[src/verilog/uis_pkg.sv]
// package: register map, field layout and reset values of the interrupt status block
package uis_pkg;

  // ------------------------------------------------------------
  // register offsets (byte addresses)
  // ------------------------------------------------------------
  localparam logic [11:0] fifo_level_off = 12'h034;
  localparam logic [11:0] interrupt_mask_off = 12'h038;
  localparam logic [11:0] raw_interrupt_status_off = 12'h03c;
  localparam logic [11:0] masked_interrupt_status_off = 12'h040;
  localparam logic [11:0] interrupt_clear_off = 12'h044;

  // ------------------------------------------------------------
  // field layout
  // ------------------------------------------------------------
  localparam int flag_lsb = 4;
  localparam int flag_msb = 10;
  localparam int num_flags = 7;
  localparam int rx_bit = 0;
  localparam int tx_bit = 1;
  localparam int timeout_bit = 2;
  localparam int framing_bit = 3;
  localparam int parity_bit = 4;
  localparam int break_bit = 5;
  localparam int overrun_bit = 6;
  localparam int rx_lvl_lsb = 3;
  localparam int tx_lvl_lsb = 0;

  // ------------------------------------------------------------
  // reset values and fifo depth
  // ------------------------------------------------------------
  localparam logic [3:0] raw_low_nibble_rst = 4'hf;
  localparam logic [6:0] flags_rst = 7'h00;
  localparam logic [6:0] mask_rst = 7'h00;
  localparam logic [2:0] level_sel_rst = 3'h2;
  localparam logic [4:0] fifo_depth = 5'h10;

  // one event strobe per source, bit order as the flag vector
  typedef struct packed {
    logic overrun;
    logic brk;
    logic parity;
    logic framing;
    logic timeout;
  } uis_err_evt_t;

  // fifo fill levels from the line-side logic
  typedef struct packed {
    logic [4:0] rx_level;
    logic [4:0] tx_level;
  } uis_fifo_lvl_t;

endpackage : uis_pkg

[src/verilog/uis_top.sv]
// interrupt status, mask and clear logic of a serial port, on an apb slave
//
// How it works
// - raw status reads live flags, writes ignored
// - overrun, break, parity, framing at bits 10..7
// - timeout, transmit, receive at bits 6..4
// - raw flags unmasked; all flags zero after reset
// - raw status bits 3:0 read-only, read 0xF
// - bits 31:11 reserved; software leaves them alone
// - masked status reads gated flags, writes ignored
// - masked status uses the raw bit positions
// - writing one to clear drops the flag
// - writing zero to clear changes nothing
// - masked flag needs raw flag and mask bit
// - tx/rx flags set on crossing trigger level
module uis_top (
  input wire logic mclk,
  input wire logic reset_n,
  input wire logic psel,
  input wire logic penable,
  input wire logic pwrite,
  input wire logic [11:0] paddr,
  input wire logic [31:0] pwdata,
  output logic [31:0] prdata,
  output logic pready,
  output logic pslverr,
  input wire uis_pkg::uis_err_evt_t err_evt,
  input wire uis_pkg::uis_fifo_lvl_t fifo_lvl,
  output logic uart_irq
);

  // ------------------------------------------------------------
  // bus decode
  // ------------------------------------------------------------
  logic setup;
  logic wr_en;
  logic rd_en;
  logic hit_lvl;
  logic hit_mask;
  logic hit_raw;
  logic hit_mis;
  logic hit_clr;
  logic hit_any;

  // no wait state: answer comes in the first access cycle
  assign setup = psel && !penable;
  // writes land at the access edge, where the master samples pready high
  assign wr_en = psel && penable && pready && pwrite;
  assign rd_en = setup && !pwrite;
  assign hit_lvl = (paddr == uis_pkg::fifo_level_off);
  assign hit_mask = (paddr == uis_pkg::interrupt_mask_off);
  assign hit_raw = (paddr == uis_pkg::raw_interrupt_status_off);
  assign hit_mis = (paddr == uis_pkg::masked_interrupt_status_off);
  assign hit_clr = (paddr == uis_pkg::interrupt_clear_off);
  assign hit_any = hit_lvl || hit_mask || hit_raw || hit_mis || hit_clr;

  // ------------------------------------------------------------
  // control registers
  // ------------------------------------------------------------
  logic [6:0] mask_q;
  logic [2:0] rx_sel_q;
  logic [2:0] tx_sel_q;

  always_ff @(posedge mclk or negedge reset_n) begin
    if (!reset_n) begin
      mask_q <= uis_pkg::mask_rst;
    end else if (wr_en && hit_mask) begin
      mask_q <= pwdata[uis_pkg::flag_msb:uis_pkg::flag_lsb];
    end
  end

  always_ff @(posedge mclk or negedge reset_n) begin
    if (!reset_n) begin
      rx_sel_q <= uis_pkg::level_sel_rst;
      tx_sel_q <= uis_pkg::level_sel_rst;
    end else if (wr_en && hit_lvl) begin
      rx_sel_q <= pwdata[uis_pkg::rx_lvl_lsb +: 3];
      tx_sel_q <= pwdata[uis_pkg::tx_lvl_lsb +: 3];
    end
  end

  // ------------------------------------------------------------
  // trigger thresholds in eighths of the fifo depth
  // ------------------------------------------------------------
  function automatic logic [4:0] eighths(input logic [2:0] sel);
    logic [4:0] n;
    n = 5'h00;
    unique case (sel)
      3'h0: n = 5'h01;
      3'h1: n = 5'h02;
      3'h2: n = 5'h04;
      3'h3: n = 5'h06;
      3'h4: n = 5'h07;
      // reserved codes behave as half full
      default: n = 5'h04;
    endcase
    // widen first: n times depth overflows five bits
    return 5'((8'(n) * 8'(uis_pkg::fifo_depth)) >> 3);
  endfunction

  logic rx_above;
  logic tx_below;
  logic rx_above_q;
  logic tx_below_q;
  logic rx_cross;
  logic tx_cross;

  assign rx_above = (fifo_lvl.rx_level >= eighths(rx_sel_q));
  assign tx_below = (fifo_lvl.tx_level <= eighths(tx_sel_q));

  // edge, not level: sitting at the threshold sets nothing
  always_ff @(posedge mclk or negedge reset_n) begin
    if (!reset_n) begin
      rx_above_q <= 1'b0;
      tx_below_q <= 1'b0;
    end else begin
      rx_above_q <= rx_above;
      tx_below_q <= tx_below;
    end
  end

  assign rx_cross = rx_above && !rx_above_q;
  assign tx_cross = tx_below && !tx_below_q;

  // ------------------------------------------------------------
  // sticky raw flags
  // ------------------------------------------------------------
  logic [6:0] set_vec;
  logic [6:0] clr_vec;
  logic [6:0] raw_q;
  logic [6:0] mis;

  assign set_vec = {err_evt.overrun, err_evt.brk, err_evt.parity, err_evt.framing,
                    err_evt.timeout, tx_cross, rx_cross};
  // only ones clear; zeros leave the flag alone
  assign clr_vec = (wr_en && hit_clr) ?
      pwdata[uis_pkg::flag_msb:uis_pkg::flag_lsb] : 7'h00;

  genvar g;
  generate
    for (g = 0; g < uis_pkg::num_flags; g++) begin : g_flag
      // a new event beats a clear in the same cycle
      always_ff @(posedge mclk or negedge reset_n) begin
        if (!reset_n) begin
          raw_q[g] <= uis_pkg::flags_rst[g];
        end else if (set_vec[g]) begin
          raw_q[g] <= 1'b1;
        end else if (clr_vec[g]) begin
          raw_q[g] <= 1'b0;
        end
      end
    end
  endgenerate

  assign mis = raw_q & mask_q;

  // ------------------------------------------------------------
  // interrupt output
  // ------------------------------------------------------------
  logic [6:0] set_next;
  logic [6:0] raw_next;

  // next-state copy so the output flop tracks the flags without lag
  assign set_next = set_vec | (raw_q & ~clr_vec);
  assign raw_next = set_next;

  always_ff @(posedge mclk or negedge reset_n) begin
    if (!reset_n) begin
      uart_irq <= 1'b0;
    end else begin
      uart_irq <= |(raw_next & ((wr_en && hit_mask) ?
          pwdata[uis_pkg::flag_msb:uis_pkg::flag_lsb] : mask_q));
    end
  end

  // ------------------------------------------------------------
  // read data and answer
  // ------------------------------------------------------------
  logic [31:0] rd_d;

  always_comb begin
    rd_d = 32'h0000_0000;
    // reserved upper bits read zero
    if (hit_raw) begin
      rd_d[uis_pkg::flag_msb:uis_pkg::flag_lsb] = raw_q;
      rd_d[3:0] = uis_pkg::raw_low_nibble_rst;
    end else if (hit_mis) begin
      rd_d[uis_pkg::flag_msb:uis_pkg::flag_lsb] = mis;
    end else if (hit_mask) begin
      rd_d[uis_pkg::flag_msb:uis_pkg::flag_lsb] = mask_q;
    end else if (hit_lvl) begin
      rd_d[uis_pkg::rx_lvl_lsb +: 3] = rx_sel_q;
      rd_d[uis_pkg::tx_lvl_lsb +: 3] = tx_sel_q;
    end
  end

  // writes to both status registers fall through: no register takes them
  always_ff @(posedge mclk or negedge reset_n) begin
    if (!reset_n) begin
      prdata <= 32'h0000_0000;
      pready <= 1'b0;
      pslverr <= 1'b0;
    end else begin
      pready <= setup;
      pslverr <= setup && !hit_any;
      if (rd_en) begin
        prdata <= rd_d;
      end
    end
  end

endmodule // uis_top

[config.mk]
export PLATFORM = sky130hd
export DESIGN_NAME = uis_top
export DESIGN_NICKNAME = d
export VERILOG_FILES = /design/src/verilog/uis_pkg.sv /design/src/verilog/uis_top.sv
export SDC_FILE = /design/constraint.sdc
export NUM_CORES = 1
export LEC_CHECK = 0
export ABC_AREA = 1
export BUFFER_PORTS_ARGS = -buffer_cell sky130_fd_sc_hd__buf_4
export CORE_MARGIN = 8
export CORE_UTILIZATION = 35
export DETAILED_ROUTE_END_ITERATION = 16
export MAX_ROUTING_LAYER = met4
export PLACE_DENSITY = 0.69
export SLEW_MARGIN = 5
export SYNTH_ARGS = -nofsm -noshare
export SYNTH_HDL_FRONTEND = slang
export SYNTH_SLANG_ARGS = --single-unit
[constraint.sdc]
create_clock -name mclk -period 2.3 [get_ports mclk]
set_clock_uncertainty 0.2 [all_clocks]
set_input_delay 0.115 -clock mclk [delete_from_list [all_inputs] [get_ports mclk]]
set_output_delay 0.115 -clock mclk [all_outputs]
set_load 0.02 [all_outputs]
==> impl_results.md, run 1 <==
- Tmin final: about 2.1 ns
- Synth-to-Final Area Change: 36.70%
- Layout cells sized above 1: 0.2639
- Crit Path Class: reg2reg
- Top Metal Used: met4
- RSZ-0062 raised after global routing: false
- Clock root cell: clkbuf_8
- Starting density of the core: 0.3551
- Min-delay worst type: in2reg
- Reported max-cap violation count: 0
- Total design power: between 1 and 1.5 mW
- Cell Int Power: about 1.0 mW
- Setup tns final: 0 ns
- CP Max Fanout: 6
- Clk_lat worst skew: between 0.2 and 0.3 ns
- Yosys reg bits: 36
- Hold Crit Start: paddr[2]
- Rel. slew slack: 0.6667
- CP max stage delay: between 0.5 and 0.6 ns
- Commonest non-fill, non-tap cells in the layout: nand2_1 (67), buf_4 (59), dfrtp_1 (34)
- Slew Limit Fails: 0
- Io pins: 99
- Post-Place Cells: 401
- Syn avg cell area: 8.237 um^2
- Top cell by count, worst path: nand2_1
- Status: completed
- Finished Cell Area: 3029 um^2
- R2R Path Start: rx_sel_q[0]$_DFFE_PN0P_
- Total Die Area: between 9000 and 10,000 um^2
- Core ar.: approximately 6200 um^2
- Vias in the first global route: slightly above 2k
- Clock buffer count from CTS: 5
- Layout Nets: 429
- Final core occ: 0.4854
- Final std cells w/o fill: 437
- DP HPWL: 4261 um
- Crit start category: flop
- Buffer and inverter count on the worst path: 1
- Count of cell types in the netlist: 30
- P_sw: 365.6 uW
- WP data required: around 2.3 ns
- Place WS: approximately 0.30 ns
- Iteration-0 DRC Markers: ~120
- PortBufs: 56
- Worst Hold End: mask_q[4]$_DFF_PN0_
- Final setup vio count: 0
- Placed Area: 2656 um^2
- Min Hold Slack: roughly 0.026 ns
- Fmax: between 400 and 500 MHz
- Clock transition at path regs: ~0.07 ns
- Rows: 29
- Reg2reg end: rx_above_q$_DFF_PN0_
- Clock Sinks: 36
- Routability cong.: around 0.85
- CP cell instances: nor3_1 -> a21oi_1 -> ha_1 -> nand2_1 -> nand2_1 -> nand2_1 -> nand2_1 -> dlygate4sd3_1
- Final WS setup: roughly 0.16 ns
- Final worst path period share: 0.9292
- Sequential Power Share: 0.480
- Die Width: 95.57 um
- Routed wl met2: around 2700 um
- Worst path slowest cell: dlygate4sd3_1
- Post-CTS Setup Bufs: 0
- Logic pwr share: 0.179
- Depth of the worst hold-timing path: 4
- Slew @ Worst Pin: between 0.4 and 0.5 ns
- Power share of the clock group: 0.341
- Synth Cell Area: between 2000 and 2500 um^2
- PD cells: about 450 nW/um^2
- Initial antenna violation count: 0
- Met3 WL: 578 um
- Max Buffers Root-to-Sink: 2
- R2r setup slk: ~0.16 ns
- Largest family of logic cells by synthesized area: simple AND/OR/NAND/NOR gates
- Reg2Reg Depth: 8
- CTS tree: done
- Most common cell after layout, fill and taps aside: nand2_1
- Post-route ant nets: 0
- H-Tree Depth: 2
- Critical path capture point type: flop
- Maximum vdd drop: between 200 and 250 uV
- Residual DRC count: 0
- Post-Synth Simple-Gate Area: 0.3292
- Sequential area share after synthesis: 0.4077
- Synth Area in Compound Gates: 0.05590
- Vias: ~2k
- First-pass GRT wire length: 9287 um
- Family with the most delay on the worst path: buffers and inverters
- WP data arrival: around 2.1 ns
- Tot GR Track Use: 0.1333
- Die Span Y: 95.57 um
- Mux share of post-synthesis cell area: 0.03388
- Final Hold Violating Endpoints: 0
- Post-Route WL: about 5700 um
- Switching part of the total power: 0.2676
- Filler Cell Count: between 600 and 700
- Cells after Synth: approximately 270
- Total grt overflow: 0
- # diodes: 0
- LEAKAGE: roughly 1.5 nW
- Synth Area in Adders: 0.03388
- Largest net degree at the start of global routing: 37
- XOR/XNOR Fraction of Synth Area: 0
- DRT Pass-1 Iters: 4
- M1 WL: between 2000 and 2500 um
- Vias per inst: about 4.6
- Yosys warns: 0
- Routed len/inst: approximately 13 um
-- logic make-up after synthesis --
group,after synthesis
AND/OR/NAND/NOR,141
adder cells (fa/ha/maj),6
other,1
AO/OA/AOI/OAI,21
flip-flops,36
multiplexers,5
buffers and inverters,59
-- worst max-delay path by stage --
stage                                  startpoint  slack (ns)  depth (start not counted)                   end
after floorplan           tx_sel_q[0]$_DFFE_PN0P_        0.48                         12    uart_irq$_DFF_PN0_
after global placement    tx_sel_q[0]$_DFFE_PN0P_        0.32                         12    uart_irq$_DFF_PN0_
after detailed placement  tx_sel_q[0]$_DFFE_PN0P_        0.30                         12    uart_irq$_DFF_PN0_
after CTS                 tx_sel_q[0]$_DFFE_PN0P_        0.15                          7  tx_below_q$_DFF_PN0_
after global routing      tx_sel_q[0]$_DFFE_PN0P_        0.02                          8  tx_below_q$_DFF_PN0_
final                     rx_sel_q[0]$_DFFE_PN0P_        0.16                          8  rx_above_q$_DFF_PN0_
-- per-layer routing --
layer	vias up	track usage
met3	10	0.03622
met5	-	-
met1	915	0.1464
li1	1017	-
met2	80	0.2246
met4	0	0.05122
-- flip-flops by register name, summed over array words and instances (netlist names) --
register    flops
prdata         11
mask_q          7
pready          1
uart_irq        1
tx_below_q      1
tx_sel_q        3
raw_q           7
rx_above_q      1
rx_sel_q        3
pslverr         1
-- area by class of cell --
type / count / area, um^2 / area share
Multi-Input combinational cell: 194 / 1082 / 0.3573
Sequential cell: 36 / 903.4 / 0.2982
Timing Repair Buffer: 87 / 723.2 / 0.2387
Inverter: 35 / 131.4 / 0.04337
Tap cell: 77 / 96.34 / 0.03180
Clock buffer: 6 / 82.58 / 0.02726
Clock inverter: 2 / 10.01 / 0.003304
-- synth_stat cells, drive strengths merged --
cell type | count | area, um^2
a21oi | 4 | 20.02
a2bb2oi | 4 | 35.03
buf | 23 | 170.2
clkbuf | 1 | 3.750
conb | 1 | 3.750
dfrtp | 34 | 850.8
dfstp | 2 | 52.55
ha | 6 | 75.07
inv | 35 | 131.4
mux2 | 5 | 75.07
nand2 | 70 | 280.3
nand3 | 21 | 130.1
nand3b | 1 | 7.510
nand4 | 20 | 125.1
nor2 | 21 | 113.9
nor3 | 6 | 46.30
nor3b | 2 | 26.28
o21ai | 13 | 68.82
-- power by group through the flow --
stage	Combinational, mW	Sequential, mW	Clock, mW
after floorplan	0.114	0.683	0
after global placement	0.213	0.668	0
after detailed placement	0.214	0.668	0
final	0.245	0.656	0.465
after global routing	0.268	0.658	0.505
after CTS	0.246	0.656	0.478
-- tightest hold or removal path, delay by kind of cell --
kind,cells,cell delay (ns)
buf+inv,1,0.12
simple gates,3,0.24
-- what timing repair did --
item | CTS | global route
endpoints found under the hold margin | 60 | 0
endpoints found under the setup margin | 0 | 1
gates resized for setup | 0 | 1
hold buffers | 28 | 0
Note: power is estimated with default switching activity, not from simulation.
==> inputs of run 2 (changes only) <==
--- a/config.mk
+++ b/config.mk
@@ -5,13 +5,14 @@
 export SDC_FILE = /design/constraint.sdc
 export NUM_CORES = 1
 export LEC_CHECK = 0
-export ABC_AREA = 1
 export BUFFER_PORTS_ARGS = -buffer_cell sky130_fd_sc_hd__buf_4
 export CORE_MARGIN = 8
 export CORE_UTILIZATION = 35
+export CTS_BUF_LIST = sky130_fd_sc_hd__clkbuf_8 sky130_fd_sc_hd__clkbuf_16
 export DETAILED_ROUTE_END_ITERATION = 16
 export MAX_ROUTING_LAYER = met4
-export PLACE_DENSITY = 0.69
+export PLACE_DENSITY = 0.71
+export SKIP_LAST_GASP = 1
 export SLEW_MARGIN = 5
 export SYNTH_ARGS = -nofsm -noshare
 export SYNTH_HDL_FRONTEND = slang
==> impl_results.md, run 2 <==
- Status: completed
- WP data required: ~2.3 ns
- Count of cell types in the netlist: 43
- Clock root cell: clkbuf_8
- Final core occ: 0.5160
- Place WS: -0.03313 ns
- Crit Path Class: reg2reg
- Top cell type by total area after synthesis: dfrtp_1
- Routability cong.: between 0.7 and 0.8
- Commonest non-fill, non-tap cells in the layout: buf_4 (64), dfrtp_1 (34), dlygate4sd3_1 (26)
- Final std cells w/o fill: ~370
- Yosys reg bits: 36
- Vias per inst: around 4.7
- Die Span Y: between 90 and 100 um
- Slew Limit Fails: 0
- Fmax: about 460 MHz
- Final worst path period share: 0.9414
- Rel. slew slack: 0.6302
- Core ar.: around 5500 um^2
- Setup tns final: 0 ns
- Vias: 1,717
- Total Die Area: about 8500 um^2
- LEAKAGE: between 1 and 1.5 nW
- Number of synthesized flops with an enable pin: 0
- Synth top area cells: dfrtp_1 (42%), buf_4 (7.8%), mux2_2 (7.2%)
- Largest net degree at the start of global routing: 37
- Slew @ Worst Pin: between 0.5 and 0.6 ns
- Async SR Flop Fraction: 1.000
- Yosys top cell area share: 0.4208
- Reported max-cap violation count: 0
- Top cells by count, synth: dfrtp_1 (34), buf_4 (21), nor2_1 (21)
- Tmin final: between 2 and 2.5 ns
- Worst path slowest cell: dfstp_2
- Critical path capture point type: flop
- Clock buffer count from CTS: 5
- Sequential area share after synthesis: 0.4468
- Total grt overflow: 0
- CP cell instances: nor2_1 -> ha_1 -> nor2b_1 -> nor3b_1 -> o21ai_1 -> and2b_2 -> o31ai_1 -> nand4_1
- DRT Pass-1 Iters: 4
- # diodes: 0
- Clk_lat worst skew: between 0.2 and 0.3 ns
- Layout cells sized above 1: 0.3299
- H-Tree Depth: 2
- Synth Flop Type: dfrtp_1
- Max Buffers Root-to-Sink: 2
- Min-delay worst type: in2reg
- Synth Cell Area: around 2000 um^2
- CTS tree: done
- Rows: 27
- Clock Sinks: 36
- Final setup vio count: 0
- Maximum vdd drop: around 260 uV
- Final Hold Violating Endpoints: 0
- DP HPWL: slightly below 4000 um
- CP Max Fanout: 2
- Biggest regs: prdata (11), mask_q (7), raw_q (7)
- CP max stage delay: 0.53 ns
- Post-Place Cells: 332
- Post-Route WL: 5182 um
- Layout Nets: around 360
- Clock transition at path regs: around 0.07 ns
- Starting density of the core: 0.3650
- Finished Cell Area: between 2000 and 3000 um^2
- Placed Area: around 2500 um^2
- Tot GR Track Use: 0.1266
- Final WS setup: between 0.1 and 0.15 ns
- PD cells: between 400 and 500 nW/um^2
- Initial antenna violation count: 0
- Post-route ant nets: 0
- Crit start category: flop
- Yosys warns: 0
- Iteration-0 DRC Markers: slightly below 60
- Cells after Synth: around 200
- Largest Register: prdata
- RSZ-0062 raised after global routing: false
- Die Width: between 90 and 100 um
- Routed len/inst: between 10 and 15 um
- First-pass GRT wire length: 8576 um
- Most frequent cell after synthesis: dfrtp_1
- PortBufs: 56
- Residual DRC count: 0
- Max reg flops: 11
- Vias in the first global route: between 1.5k and 2k
- Io pins: slightly below 100
- Most common cell after layout, fill and taps aside: buf_4
- Syn avg cell area: 10.16 um^2
- WP data arrival: between 2 and 2.5 ns
- Synth-to-Final Area Change: 41.40%
run 2: changes by cell type in the layout (fill, tap and decap cells not counted), moves of 5 or more:
| cell | delta |
|---|---|
| mux2_2 | +13 |
| nand3_1 | -16 |
| inv_1 | -22 |
| nand2_1 | -56 |
| nand2b_1 | +5 |
| nor2_1 | +8 |
| nand4_1 | -18 |
| nor2_2 | -5 |
| mux2_4 | -5 |
| buf_4 | +5 |
| a21o_1 | +8 |
run 2: layout make-up:
class | instances | area [um^2]
Inverter | 7 | 26.28
Multi-Input combinational cell | 152 | 988.4
Sequential cell | 36 | 903.4
Fill cell | 519 | 2681
Timing Repair Buffer | 91 | 760.7
Clock buffer | 6 | 82.58
Clock inverter | 2 | 7.507
Tap cell | 72 | 90.09
run 2: stage by stage:
step | power (mW) | hold slack [ns]
after CTS | 1.346 | 0.007575
after global routing | 1.385 | 0.03978
after detailed placement | 0.8653 | -0.1016
after floorplan | 0.7862 | -0.3806
final | 1.332 | 0.005320
after global placement | 0.8631 | -0.1042
run 2: power by group:
| group | internal [mW] | switching (mW) | total, mW |
|---|---|---|---|
| logic | 0.110 | 0.118 | 0.228 |
| registers | 0.648 | 0.00708 | 0.655 |
| clock network | 0.235 | 0.213 | 0.449 |
| total | 0.994 | 0.338 | 1.33 |
run 2: logic make-up after synthesis:
| group | Yosys count | synth area share |
|---|---|---|
| mux | 15 | 0.08230 |
| buf+inv | 31 | 0.1015 |
| other cells | 1 | 0.001855 |
| fa+ha+maj | 6 | 0.03713 |
| simple gates | 63 | 0.1708 |
| compound gates | 47 | 0.1597 |
| flops | 36 | 0.4468 |
run 2: worst max-delay path: cells and delay by family (launching register included):
kind	cells	cell delay (ns)
simple gates	5	0.70
flops	1	0.53
compound gates	2	0.36
fa+ha+maj	1	0.25
run 2: metal layers:
metal / up-vias / routed length, um / GRT usage
met4: 0 / 81 / 0.05101
met3: 6 / 310 / 0.02608
met2: 57 / 2460 / 0.2002
li1: 856 / - / -
met1: 798 / 2330 / 0.1543
met5: - / 0 / -
run 2: path summary, 6_finish.rpt:
check	cells after the start	to	slack [ns]	startpoint
max	8	uart_irq$_DFF_PN0_	0.13	rx_sel_q[1]$_DFFE_PN1P_
min	4	prdata[6]$_DFFE_PN0P_	0.005	pwrite
max reg2reg	8	uart_irq$_DFF_PN0_	0.13	rx_sel_q[1]$_DFFE_PN1P_
min reg2reg	2	prdata[2]$_DFFE_PN0P_	0.28	prdata[2]$_DFFE_PN0P_
max in group asynchronous	2	tx_sel_q[1]$_DFFE_PN1P_	1.42	reset_n
min in group asynchronous	2	prdata[8]$_DFFE_PN0P_	0.12	reset_n
run 2: timing repair:
action,4_1_cts,5_1_grt
setup buffers,0,0
hold endpoints to repair,61,0
endpoints found under the setup margin,0,2
resized for setup,0,2
hold buffers,26,0
